--- config.mk ---
export PLATFORM = sky130hd
export DESIGN_NAME = sys_clock_ctrl
export DESIGN_NICKNAME = d
export VERILOG_FILES = /design/src/common/clk_ctrl_pkg.sv /design/src/hw/sys_clock_ctrl.sv
export SDC_FILE = /design/constraint.sdc
export NUM_CORES = 1
export LEC_CHECK = 0
export ABC_CLOCK_PERIOD_IN_PS = 4000
export BUFFER_PORTS_ARGS = -buffer_cell sky130_fd_sc_hd__buf_4
export CORE_ASPECT_RATIO = 0.7
export CORE_MARGIN = 3
export CORE_UTILIZATION = 53
export CTS_BUF_LIST = sky130_fd_sc_hd__clkbuf_8
export CTS_CLUSTER_DIAMETER = 40
export CTS_CLUSTER_SIZE = 30
export DETAILED_ROUTE_END_ITERATION = 10
export HOLD_SLACK_MARGIN = 0.08
export PLACE_DENSITY = 0.74
export SYNTH_ARGS = -nofsm -noshare
export SYNTH_HDL_FRONTEND = slang
export SYNTH_SLANG_ARGS = --single-unit
--- constraint.sdc ---
create_clock -name clock_i -period 4 [get_ports clock_i]
set_input_delay 0.4 -clock clock_i [delete_from_list [all_inputs] [get_ports clock_i]]
set_output_delay 0.4 -clock clock_i [all_outputs]
set_load 0.01 [all_outputs]
--- src/common/clk_ctrl_pkg.sv ---
// Purpose: Constants for the system clock select, multiplier and switchback block
// Assumes: One 200 MHz core clock stands in for the oscillator; clocks are enable pulses
// Notes: Register offsets are our own layout on the plain register port
// Contract
// - System clock source: oscillator, oscillator/256, or oscillator times two or four.
// - Machine cycle is the system clock divided by four.
// - Multiplier is the source only when its enable is one and select is 00.
// - Factor select 0 gives times two, 1 gives times four.
// - Select 11 is slow mode: oscillator/256, machine cycle 1024 oscillator clocks.
// - Slow mode runs machine-cycle functions at oscillator/1024 and the system clock at oscillator/256.
// - New rates apply one machine cycle after the changing write.
// - Every select change passes through 10.
// - A disallowed direct transition is rejected; select keeps its value.
// - Multiplier engage: at 10 with blocking 0, clear enable, factor, enable, ready, 00.
// - Engage steps out of order leave the select unchanged.
// - Ready flag sets once the multiplier is stable, about 65536 oscillator cycles.
// - Multiplier clocks from the machine cycle after the 00 write.
// - Leaving multiplier needs only a write of the select.
// - Switchback only while the switchback enable bit 5 is one.
// - Acknowledged external interrupt in slow mode returns to divide-by-four.
// - No switchback if that interrupt is disabled or higher priority in service.
// - Enabled serial port start bit in slow mode returns to divide-by-four.
// - Loading the transmit buffer in slow mode returns to divide-by-four.
package clk_ctrl_pkg;
  localparam logic [3:0] ADDR_PMR = 4'h0;
  localparam logic [3:0] ADDR_EXTENDED_INTERRUPT_FLAG_REGISTER = 4'h1;
  localparam logic [3:0] ADDR_STATE = 4'h2;
  localparam int SEL_HI_BIT = 7;
  localparam int SEL_LO_BIT = 6;
  localparam int SWB_BIT = 5;
  localparam int MULT_EN_BIT = 4;
  localparam int FACTOR_BIT = 3;
  localparam int READY_BIT = 3;
  localparam int BLOCK_BIT = 2;
  localparam logic [1:0] SEL_MULT = 2'h0;
  localparam logic [1:0] SEL_UNDEF = 2'h1;
  localparam logic [1:0] SEL_DIV4 = 2'h2;
  localparam logic [1:0] SEL_SLOW = 2'h3;
  localparam logic [7:0] PMR_RESET = 8'h80;
  localparam int SLOW_DIV = 256;
  localparam int MC_DIV = 4;
  localparam int LOCK_CYCLES = 65536;
  localparam logic [7:0] SLOW_LAST = 8'hFF;
  localparam logic [1:0] MC_LAST = 2'h3;
  typedef enum logic [4:0] {
    ENG_IDLE = 5'b00001,
    ENG_CLEARED = 5'b00010,
    ENG_FACTOR = 5'b00100,
    ENG_ENABLED = 5'b01000,
    ENG_READY = 5'b10000
  } engage_t;
endpackage

--- src/hw/sys_clock_ctrl.sv ---
// Purpose: System clock source select, machine-cycle enable, multiplier engage, switchback
// Assumes: Oscillator ticks are clock_i; multiplied rates appear as enable ratio in phase
// Notes: All clocks leave as one-cycle enables; no gated clocks are made here
`timescale 1ns/1ps
`default_nettype none
module sys_clock_ctrl #(
  parameter int LOCK_TIME = clk_ctrl_pkg::LOCK_CYCLES
) (
  input wire logic clock_i, // 200 MHz core clock, oscillator stand-in
  input wire logic rstn_i, // Async reset, active low
  input wire logic [3:0] addr_i, // Register address
  input wire logic [7:0] wdata_i, // Write data
  input wire logic wr_i, // Write strobe
  input wire logic rd_i, // Read strobe
  output logic [7:0] rdata_o, // Read data, cycle after read strobe
  input wire logic ext_int_ack_i, // External interrupt acknowledged by CPU
  input wire logic ext_int_en_i, // That interrupt enabled
  input wire logic higher_prio_busy_i, // Higher priority interrupt in service
  input wire logic serial_rx_pin_i, // Serial receive pin, async
  input wire logic serial_en_i, // Serial receiver enabled
  input wire logic tx_buf_load_i, // Transmit buffer loaded, one-cycle pulse
  output logic sys_clk_en_o, // System clock enable pulse
  output logic mc_en_o, // Machine-cycle enable pulse
  output logic [1:0] clk_sel_o, // Active clock select
  output logic slow_clock_mode_o, // Slow mode active
  output logic mult_active_o // Multiplier is the source
);
  import clk_ctrl_pkg::*;

  localparam logic [16:0] LOCK_LAST = 17'(LOCK_TIME - 1);

  logic [1:0] sel_ff; // Software-visible select
  logic [1:0] act_sel_ff; // Select in use by the dividers
  logic [1:0] pend_sel_ff;
  logic pend_ff;
  logic switchback_enable_ff;
  logic multiplier_enable_ff;
  logic multiply_factor_select_ff;
  logic multiplier_blocking_bit_ff;
  logic multiplier_ready_flag_ff;
  logic [16:0] lock_cnt_ff;
  engage_t eng_ff;
  logic [7:0] slow_cnt_ff;
  logic [1:0] mc_cnt_ff;
  logic [1:0] mul_ph_ff;
  logic rx_meta_ff;
  logic rx_sync_ff;
  logic rx_prev_ff;
  logic [7:0] rdata_ff;
  logic sys_en_ff;
  logic mc_en_ff;
  logic slow_mode_ff; // Registered copy of the slow decode
  logic mult_act_ff; // Registered copy of the multiplier decode

  logic pmr_wr;
  logic extended_interrupt_flag_register_wr;
  logic [1:0] wr_sel;
  logic sel_ok;
  logic switchback;
  logic sys_tick;
  logic mc_tick;
  logic apply_sel;
  logic rx_fall;
  logic swb_int;
  logic swb_rx;
  logic swb_tx;
  logic [7:0] pmr_word;
  logic [7:0] extended_interrupt_flag_register_word;
  logic [7:0] state_word;

  assign pmr_wr = wr_i && (addr_i == ADDR_PMR);
  assign extended_interrupt_flag_register_wr = wr_i && (addr_i == ADDR_EXTENDED_INTERRUPT_FLAG_REGISTER);
  assign wr_sel = {wdata_i[SEL_HI_BIT], wdata_i[SEL_LO_BIT]};

  // Only neighbours of 10 are reachable, and 00 only after the full engage walk
  always_comb begin
    sel_ok = 1'b0;
    if (wr_sel == sel_ff) begin
      sel_ok = 1'b1;
    end else if (wr_sel == SEL_UNDEF) begin
      sel_ok = 1'b0;
    end else if (sel_ff == SEL_DIV4 && wr_sel == SEL_SLOW) begin
      sel_ok = 1'b1;
    end else if (sel_ff == SEL_DIV4 && wr_sel == SEL_MULT) begin
      sel_ok = (eng_ff == ENG_READY) && multiplier_ready_flag_ff;
    end else if (wr_sel == SEL_DIV4) begin
      sel_ok = 1'b1;
    end else begin
      sel_ok = 1'b0;
    end
  end

  // Start bit seen as a falling edge of the synchronised receive line
  assign rx_fall = rx_prev_ff && !rx_sync_ff;
  assign swb_int = ext_int_ack_i && ext_int_en_i && !higher_prio_busy_i;
  assign swb_rx = serial_en_i && rx_fall;
  assign swb_tx = tx_buf_load_i;
  assign switchback = switchback_enable_ff && (sel_ff == SEL_SLOW) &&
    (swb_int || swb_rx || swb_tx);

  always_ff @(posedge clock_i or negedge rstn_i) begin
    if (!rstn_i) begin
      rx_meta_ff <= 1'b1;
      rx_sync_ff <= 1'b1;
      rx_prev_ff <= 1'b1;
    end else begin
      rx_meta_ff <= serial_rx_pin_i;
      rx_sync_ff <= rx_meta_ff;
      rx_prev_ff <= rx_sync_ff;
    end
  end

  always_ff @(posedge clock_i or negedge rstn_i) begin
    if (!rstn_i) begin
      sel_ff <= PMR_RESET[SEL_HI_BIT:SEL_LO_BIT];
      switchback_enable_ff <= PMR_RESET[SWB_BIT];
      multiplier_enable_ff <= PMR_RESET[MULT_EN_BIT];
      multiply_factor_select_ff <= PMR_RESET[FACTOR_BIT];
    end else begin
      if (switchback) begin
        sel_ff <= SEL_DIV4;
      end else if (pmr_wr && sel_ok) begin
        sel_ff <= wr_sel;
      end
      if (pmr_wr) begin
        switchback_enable_ff <= wdata_i[SWB_BIT];
        // Enable and factor are frozen while the software select sel_ff is 00
        if (sel_ff != SEL_MULT) begin
          multiplier_enable_ff <= wdata_i[MULT_EN_BIT];
          multiply_factor_select_ff <= wdata_i[FACTOR_BIT];
        end
      end
    end
  end

  always_ff @(posedge clock_i or negedge rstn_i) begin
    if (!rstn_i) begin
      multiplier_blocking_bit_ff <= 1'b0;
    end else if (extended_interrupt_flag_register_wr) begin
      multiplier_blocking_bit_ff <= wdata_i[BLOCK_BIT];
    end
  end

  // Engage walk; any other change of the multiplier bits drops it back to idle
  always_ff @(posedge clock_i or negedge rstn_i) begin
    if (!rstn_i) begin
      eng_ff <= ENG_IDLE;
    end else if (sel_ff != SEL_DIV4 || multiplier_blocking_bit_ff) begin
      eng_ff <= ENG_IDLE;
    end else if (pmr_wr) begin
      case (eng_ff)
        ENG_IDLE: begin
          eng_ff <= wdata_i[MULT_EN_BIT] ? ENG_IDLE : ENG_CLEARED;
        end
        ENG_CLEARED: begin
          eng_ff <= wdata_i[MULT_EN_BIT] ? ENG_IDLE : ENG_FACTOR;
        end
        ENG_FACTOR: begin
          if (wdata_i[MULT_EN_BIT] && wdata_i[FACTOR_BIT] == multiply_factor_select_ff) begin
            eng_ff <= ENG_ENABLED;
          end else if (wdata_i[MULT_EN_BIT]) begin
            eng_ff <= ENG_IDLE;
          end
        end
        ENG_ENABLED, ENG_READY: begin
          if (!wdata_i[MULT_EN_BIT] || wdata_i[FACTOR_BIT] != multiply_factor_select_ff) begin
            eng_ff <= ENG_IDLE;
          end else if (multiplier_ready_flag_ff) begin
            eng_ff <= ENG_READY;
          end
        end
        default: begin
          eng_ff <= ENG_IDLE;
        end
      endcase
    end else if (eng_ff == ENG_ENABLED && multiplier_ready_flag_ff) begin
      eng_ff <= ENG_READY;
    end
  end

  // Lock timer models the multiplier settling after its enable rises
  always_ff @(posedge clock_i or negedge rstn_i) begin
    if (!rstn_i) begin
      lock_cnt_ff <= '0;
      multiplier_ready_flag_ff <= 1'b0;
    end else if (!multiplier_enable_ff) begin
      lock_cnt_ff <= '0;
      multiplier_ready_flag_ff <= 1'b0;
    end else if (lock_cnt_ff == LOCK_LAST) begin
      multiplier_ready_flag_ff <= 1'b1;
    end else begin
      lock_cnt_ff <= lock_cnt_ff + 17'h0_0001;
    end
  end

  // Select is applied at a machine-cycle boundary so no partial cycle is produced
  assign apply_sel = pend_ff && mc_tick && (sel_ff == pend_sel_ff);

  always_ff @(posedge clock_i or negedge rstn_i) begin
    if (!rstn_i) begin
      act_sel_ff <= PMR_RESET[SEL_HI_BIT:SEL_LO_BIT];
      pend_sel_ff <= PMR_RESET[SEL_HI_BIT:SEL_LO_BIT];
      pend_ff <= 1'b0;
      slow_mode_ff <= (PMR_RESET[SEL_HI_BIT:SEL_LO_BIT] == SEL_SLOW);
      mult_act_ff <= (PMR_RESET[SEL_HI_BIT:SEL_LO_BIT] == SEL_MULT);
    end else begin
      if (sel_ff != pend_sel_ff) begin
        pend_sel_ff <= sel_ff;
        pend_ff <= 1'b1;
      end else if (apply_sel) begin
        act_sel_ff <= pend_sel_ff;
        slow_mode_ff <= (pend_sel_ff == SEL_SLOW);
        mult_act_ff <= (pend_sel_ff == SEL_MULT);
        pend_ff <= 1'b0;
      end
    end
  end

  // System clock enable per source
  always_comb begin
    case (act_sel_ff)
      SEL_SLOW: sys_tick = (slow_cnt_ff == SLOW_LAST);
      SEL_MULT: sys_tick = multiplier_enable_ff;
      default: sys_tick = 1'b1;
    endcase
  end

  // Multiplied rates are above clock_i; the machine cycle shortens by the factor
  always_comb begin
    mc_tick = 1'b0;
    if (act_sel_ff == SEL_MULT && multiplier_enable_ff) begin
      mc_tick = multiply_factor_select_ff ? 1'b1 : mul_ph_ff[0];
    end else if (sys_tick) begin
      mc_tick = (mc_cnt_ff == MC_LAST);
    end
  end

  always_ff @(posedge clock_i or negedge rstn_i) begin
    if (!rstn_i) begin
      slow_cnt_ff <= '0;
      mc_cnt_ff <= '0;
      mul_ph_ff <= '0;
    end else begin
      slow_cnt_ff <= (act_sel_ff == SEL_SLOW) ? slow_cnt_ff + 8'h01 : 8'h00;
      // Phase restarts on a source change, else the first new machine cycle is short
      if (apply_sel) begin
        mc_cnt_ff <= '0;
      end else if (sys_tick) begin
        mc_cnt_ff <= mc_cnt_ff + 2'h1;
      end
      mul_ph_ff <= apply_sel ? 2'h0 : mul_ph_ff + 2'h1;
    end
  end

  always_ff @(posedge clock_i or negedge rstn_i) begin
    if (!rstn_i) begin
      sys_en_ff <= 1'b0;
      mc_en_ff <= 1'b0;
    end else begin
      sys_en_ff <= sys_tick;
      mc_en_ff <= mc_tick;
    end
  end

  // PMR and flag read words are built by named bit so their map lives only in the package; the state word is eng_ff as is
  always_comb begin
    pmr_word = '0;
    pmr_word[SEL_HI_BIT] = sel_ff[1];
    pmr_word[SEL_LO_BIT] = sel_ff[0];
    pmr_word[SWB_BIT] = switchback_enable_ff;
    pmr_word[MULT_EN_BIT] = multiplier_enable_ff;
    pmr_word[FACTOR_BIT] = multiply_factor_select_ff;
  end

  always_comb begin
    extended_interrupt_flag_register_word = '0;
    extended_interrupt_flag_register_word[READY_BIT] = multiplier_ready_flag_ff;
    extended_interrupt_flag_register_word[BLOCK_BIT] = multiplier_blocking_bit_ff;
  end

  assign state_word = {3'b000, eng_ff};

  always_ff @(posedge clock_i or negedge rstn_i) begin
    if (!rstn_i) begin
      rdata_ff <= '0;
    end else if (rd_i) begin
      case (addr_i)
        ADDR_PMR: rdata_ff <= pmr_word;
        ADDR_EXTENDED_INTERRUPT_FLAG_REGISTER: rdata_ff <= extended_interrupt_flag_register_word;
        ADDR_STATE: rdata_ff <= state_word;
        default: rdata_ff <= '0;
      endcase
    end else begin
      rdata_ff <= '0;
    end
  end

  assign rdata_o = rdata_ff;
  assign sys_clk_en_o = sys_en_ff;
  assign mc_en_o = mc_en_ff;
  assign clk_sel_o = act_sel_ff;
  assign slow_clock_mode_o = slow_mode_ff;
  assign mult_active_o = mult_act_ff;
endmodule
`default_nettype wire

* After elaboration in Yosys (flattened, before gate mapping)
Index checks and enable logic that the tools add are counted.
Operators by class: add/subtract/negate cells 4, eq/ne operators 27, muxes and demuxes 33, bitwise logic cells 1, reduce and logical (&&, ||, !) cells 37
Operators by type and width (count):
- 5-bit 2-to-1 mux | 7
- 17-bit 2-to-1 mux | 2
- 8-bit case mux with 3 select lines | 1
- 5-bit case mux with 4 select lines | 1
- 17-bit by 1-bit adder with 17-bit output (second input constant) | 1
- 17-bit by 16-bit equality test with 1-bit output (second input constant) | 1
- 1-bit logical AND | 17
- 8-bit 2-to-1 mux | 2
- 2-bit equality test (second input constant) | 7
- 1-bit 2-to-1 mux | 12
- 2-bit 2-to-1 mux | 6
- 5-bit != test (second input constant) | 2
- 8-bit by 1-bit adder with 8-bit output (second input constant) | 1
- 8-bit equality test (second input constant) | 1
- 2-bit nonzero test | 4
- 2-bit logical NOT | 3
- 5-bit by 1-bit equality test with 1-bit output (second input constant) | 1
- 5-bit by 2-bit equality test with 1-bit output (second input constant) | 1
- 5-bit by 3-bit equality test with 1-bit output (second input constant) | 1
- 5-bit by 4-bit equality test with 1-bit output (second input constant) | 1
- 5-bit equality test (second input constant) | 1
- 2-bit by 1-bit adder with 2-bit output (second input constant) | 2
- 2-bit equality test | 2
- 4-bit by 1-bit equality test with 1-bit output (second input constant) | 1
- other kinds (17) | 24
Storage, ports and cells: register bits after elaboration 61, input port bits 22, output and inout bits 14, word-level logic and storage cells 124

* Logic depth before layout (Yosys ltp)
depth in word-level cells 9, gate-level depth with buffers 10

* Worst setup path after synthesis
OpenSTA, ideal clock, no wires.
path type register to register, start point register lock_cnt_ff[5], end point register lock_cnt_ff[7], library setup time 119 ps, arrival 2012 ps, data required time 3881 ps, path slack 1869 ps, cell stages (with the launch flop) 11, clock period less this slack 2131 ps, path through dfrtp_1 > and4_1 > nand3_1 > nor3_1 > ha_1 > clkbuf_1 > nand4b_1 > nor2_1 > and3_1 > xor2_1 > and2_1
Between the ends: cells in the longest elaborated chain, start to end 3, elaborated cells between the ends (all ways) 5
RTL lines:
- start: declaration | line sys_clock_ctrl.sv:41 | logic [16:0] lock_cnt_ff;
- start signal: assignment | line sys_clock_ctrl.sv:192 | lock_cnt_ff <= lock_cnt_ff + 17'h0_0001;
- 17-bit by 1-bit adder with 17-bit output | line sys_clock_ctrl.sv:192
- 17-bit 2-to-1 mux | line sys_clock_ctrl.sv:189 | end else if (lock_cnt_ff == LOCK_LAST) begin
- 17-bit 2-to-1 mux | line sys_clock_ctrl.sv:186 | end else if (!multiplier_enable_ff) begin
Parallel ways exist; a longest one is shown, timed or not. The select of a mux whose other input is x is not followed. A chain may end at the register's enable or synchronous reset.

* Worst setup path in the final report
start point register act_sel_ff[1] (netlist: clk_sel_o[1]), end point register act_sel_ff[0] (netlist: clk_sel_o[0])
Between the ends: cells in the longest elaborated chain, start to end 7, elaborated cells between the ends (all ways) 9
RTL lines:
- start: declaration | line sys_clock_ctrl.sv:33 | logic [1:0] act_sel_ff;
- start signal: assignment | line sys_clock_ctrl.sv:201 | act_sel_ff <= PMR_RESET[SEL_HI_BIT:SEL_LO_BIT];
- start signal: assignment | line sys_clock_ctrl.sv:211 | act_sel_ff <= pend_sel_ff;
- 2-bit equality test or 2-bit logical NOT (tied branches) | line sys_clock_ctrl.sv:221 | case (act_sel_ff)
- 1-bit case mux with 2 select lines * | line sys_clock_ctrl.sv:221
- via sys_tick | line sys_clock_ctrl.sv:60 | logic sys_tick;
- 1-bit 2-to-1 mux * | line sys_clock_ctrl.sv:233 | end else if (sys_tick) begin
- 1-bit 2-to-1 mux * | line sys_clock_ctrl.sv:231 | if (act_sel_ff == SEL_MULT && multiplier_enable_ff) begin
- via mc_tick | line sys_clock_ctrl.sv:61 | logic mc_tick;
- 1-bit logical AND * (2 in series) | line sys_clock_ctrl.sv:197 | assign apply_sel = pend_ff && mc_tick && (sel_ff == pend_sel_ff);
- 2-bit AND reduction (no source line) *
The timed path passes the listed nets; every way through them passes the cells marked *.

==> key figures <==
Outcome
  • Status: complete, no violations

Worst setup path
  • CP endpoint kind: flop
  • CP Depth: 6
  • CP Data Required Time: 4.22 ns
  • Critical path's largest stage delay: 0.56 ns
  • Worst Reg2Reg Path Length in Cells: 6
  • CP Buf/Inv Count: 0
  • Critical Path Slowest Stage Cell: dfstp_2
  • Launch point of the worst reg-to-reg path: clk_sel_o[1]
  • Setup CP Type: flop to flop
  • Crit path max fanout: 9
  • Critical path cell sequence: ha_1 -> nand3_1 -> o31ai_4 -> and2_1 -> and3_1 -> mux2_1
  • Reg-to-reg setup timing slack: ~1.6 ns
  • Reg-to-reg endpoint: clk_sel_o[0]
  • Worst Path Arrival: approximately 2.6 ns
  • Startpoint types: flop
  • Crit path max-delay family: simple AND/OR/NAND/NOR gates

Yosys
  • Leading area contributor after synthesis: dfrtp_1
  • Asr flop ratio synth: 100%
  • Post-Syn Instances: around 270
  • YS warnings: 0
  • Distinct cell type count of the synthesized netlist: 50
  • Seq/Total Area, Yosys: a little over half
  • Number of synthesized flops with an enable pin: 0
  • Avg Cell Area, Syn: 10.8 um2
  • Mapped Nets: roughly 290
  • Synth area leaders: dfrtp_1 (46%), dfstp_2 (6.4%), and2_1 (5.7%), xnor2_1 (5.2%), xor2_1 (3.0%)
  • Synth Register Bits: 60
  • Ys flop type: dfrtp_1
  • Top cell type's share of synthesized area: 46.1%
  • Synth Cell Area: between 2000 and 3000 um2

CTS
  • TritonCTS clock tree: done
  • Hold buffers post-CTS: 0
  • Latest clock arrival within the worst-skew pair: around 0.33 ns
  • H-tree Lvls: 3
  • Post-cts resize count: 0
  • Post-CTS setup buffer count: 0
  • Clock transition at the registers of the reported paths: 0.07 ns
  • Clock buffer depth: 2
  • Clk sinks: 60
  • CTS root buf: clkbuf_8
  • CTS Buf Count: 9

Hold path
  • HP Class: primary input to asynchronous set/reset pin

Final layout
  • Layout cell share with drive strength beyond 1: between 20 and 25%
  • Design Area, Final: roughly 3400 um2
  • Diodes inserted: 0
  • Multi-input gate area: roughly 1300 um2
  • Fillers: 403
  • Layout area overhead: 17.7%
  • Most common cell after layout, fill and taps aside: dfrtp_1
  • Nets: 326
  • Register Area: approximately 1500 um2
  • Most frequent cells in the layout: dfrtp_1 (53), buf_4 (33), and2_1 (26)

STA
  • Setup TNS: 0 ns
  • Fin. Hold Viols: 0
  • Worst Slack Setup Final: about 1.6 ns
  • Worst-margin pin slew: 0.708 ns
  • # setup viols final: 0
  • Worst clock skew: ~0.010 ns
  • Final slew viol count: 0
  • RSZ-0062 raised after global routing: false
  • Tmin final: roughly 2.4 ns
  • Post-route clock period utilization: between 50% and 60%
  • Relative slew slack: between 50% and 60%
  • F_max: 0.425 GHz

Power
  • Leak: ~1.6 nW
  • Psw: between 0.0004 and 0.0005 W
  • P_int: 0.00119 W
  • Gate power share: about 14%
  • Sequential power share: about 46%
  • Pwr/cell area: 471 nW/um2
  • Clock Power Share: ~41%
  • Switch share: 25.2%
  • VDD IR max: 0.000237 V

Floorplan
  • DIE WIDTH: between 90 and 100 um
  • Core box area: between 4000 and 5000 um2
  • Die ar.: 6360 um2
  • Initial cell density of the core: 57.6%
  • Die Y: between 60 and 70 um
  • IO Count: 36
  • Row Count: 21

Place
  • Pre-CTS setup slack: about 1.7 ns
  • Routability cong.: approximately 0.85
  • PortBufs: 33
  • Placed Area: between 3000 and 4000 um2
  • DP HPWL: about 3.6 mm

Global route
  • Vias in the first global route: around 2000
  • Met1 Use GR: between 20% and 30%
  • Met2 Use GR: ~29%
  • Global route hottest layer: met2
  • First-pass GRT wire length: between 9 and 10 mm
  • Initial antenna violation count: 0
  • Largest net degree at the start of global routing: 61
  • Met3 GRT Util: ~6.6%
  • Grt ovf: 0
  • Total GRT Usage: between 10% and 20%

Routing
  • Drt pass-1 iters: 4
  • Via count: about 2000
  • DR vias/cell: around 5.3
  • DRT iter0 DRCs: roughly 110
  • Post-Route WL: 5.26 mm
  • Residual DRC: 0
  • Wire length per cell: ~14 um
  • Final ANT Viol Nets: 0

Job
  • # Max-Cap Violations: 0
-- cell families (layout without fill, tap and decap cells) --
logic type | Yosys count | after routing | share of synthesized area, %
xor gates and xnor gates | 27 | 27 | 8.22
adders and majority gates | 6 | 6 | 2.61
DFF | 60 | 60 | 52.5
muxes | 12 | 12 | 4.61
and+or+nand+nor | 115 | 115 | 22.2
buffers and inverters | 21 | 58 | 3.44
AOI/OAI and AO/OA | 25 | 25 | 6.44
-- layer usage --
metal	share of wire (%)	vias up
li1	-	966
met1	50	949
met2	44	48
met3	5.0	4
met4	0.97	0
met5	0	-
-- power groups by stage --
| stage | Sequential (W) | Combinational, W | Clock [W] |
|---|---|---|---|
| after detailed placement | 0.000740 | 0.000216 | 0 |
| after CTS | 0.000731 | 0.000219 | 0.000662 |
| after floorplan | 0.000720 | 0.000150 | 0 |
| after global routing | 0.000738 | 0.000244 | 0.000695 |
| after global placement | 0.000736 | 0.000210 | 0 |
| final | 0.000730 | 0.000216 | 0.000646 |
-- final cells by class --
class / instances / area share (%)
clock buffer: 9 / 3.66
clock inverter: 7 / 3.40
inverter: 9 / 0.998
multi-input combinational: 185 / 37.4
sequential: 60 / 44.6
tap: 69 / 2.55
timing repair buffer: 33 / 7.32
-- Yosys cell counts (2+ instances only) --
library cell and instances:
clkbuf_1 8, a22o_1 2, nor2_1 20, inv_1 9, nor2b_1 4, mux2_1 3, nor4_1 2, and3_1 8
mux2_2 3, o21ai_0 4, ha_1 6, a31oi_1 4, nand4b_1 2, nand3b_1 3, a21oi_1 3, dfrtp_1 53
nand2_1 20, nand3_1 10, nor3_1 6, xnor2_1 17, and4_1 2, and2_1 26, mux2i_1 5, nand4_1 3
and3_2 2, buf_6 2, dfstp_2 7, xor2_1 10
-- stage by stage --
stage,hold slack (ns),total power [W],std cells,util [%]
after floorplan,0.104,0.000870,266,-
after global placement,0.347,0.000946,356,63.0
after detailed placement,0.350,0.000956,356,63.0
after CTS,0.142,0.00161,372,67.8
after global routing,0.158,0.00168,372,67.8
final,0.113,0.00159,372,67.8
-- worst reg2reg max path, stage by stage (launching register included) --
cell and delay, ns:
dfstp_2 0.56, ha_1 0.30, nand3_1 0.16, o31ai_4 0.31, and2_1 0.21, and3_1 0.35, mux2_1 0.36
-- state kept, by name (all words and copies together), names as in the netlist, 2 cells and up --
signal	count
pend_sel_ff	2
rdata_o	8
eng_ff	5
mc_cnt_ff	2
clk_sel_o	2
sel_ff	2
slow_cnt_ff	8
lock_cnt_ff	17
-- how the worst max path moves through the flow --
stage	slack (ns)	to	start
floorplan	1.87	lock_cnt_ff[7]	lock_cnt_ff[5]
global placement	1.65	clk_sel_o[0]	clk_sel_o[1]
detailed placement	1.68	clk_sel_o[0]	clk_sel_o[1]
CTS	1.65	clk_sel_o[0]	clk_sel_o[1]
global route	1.51	lock_cnt_ff[15]	lock_cnt_ff[6]
finish	1.64	clk_sel_o[0]	clk_sel_o[1]
Power figures use the tool's default switching activity.
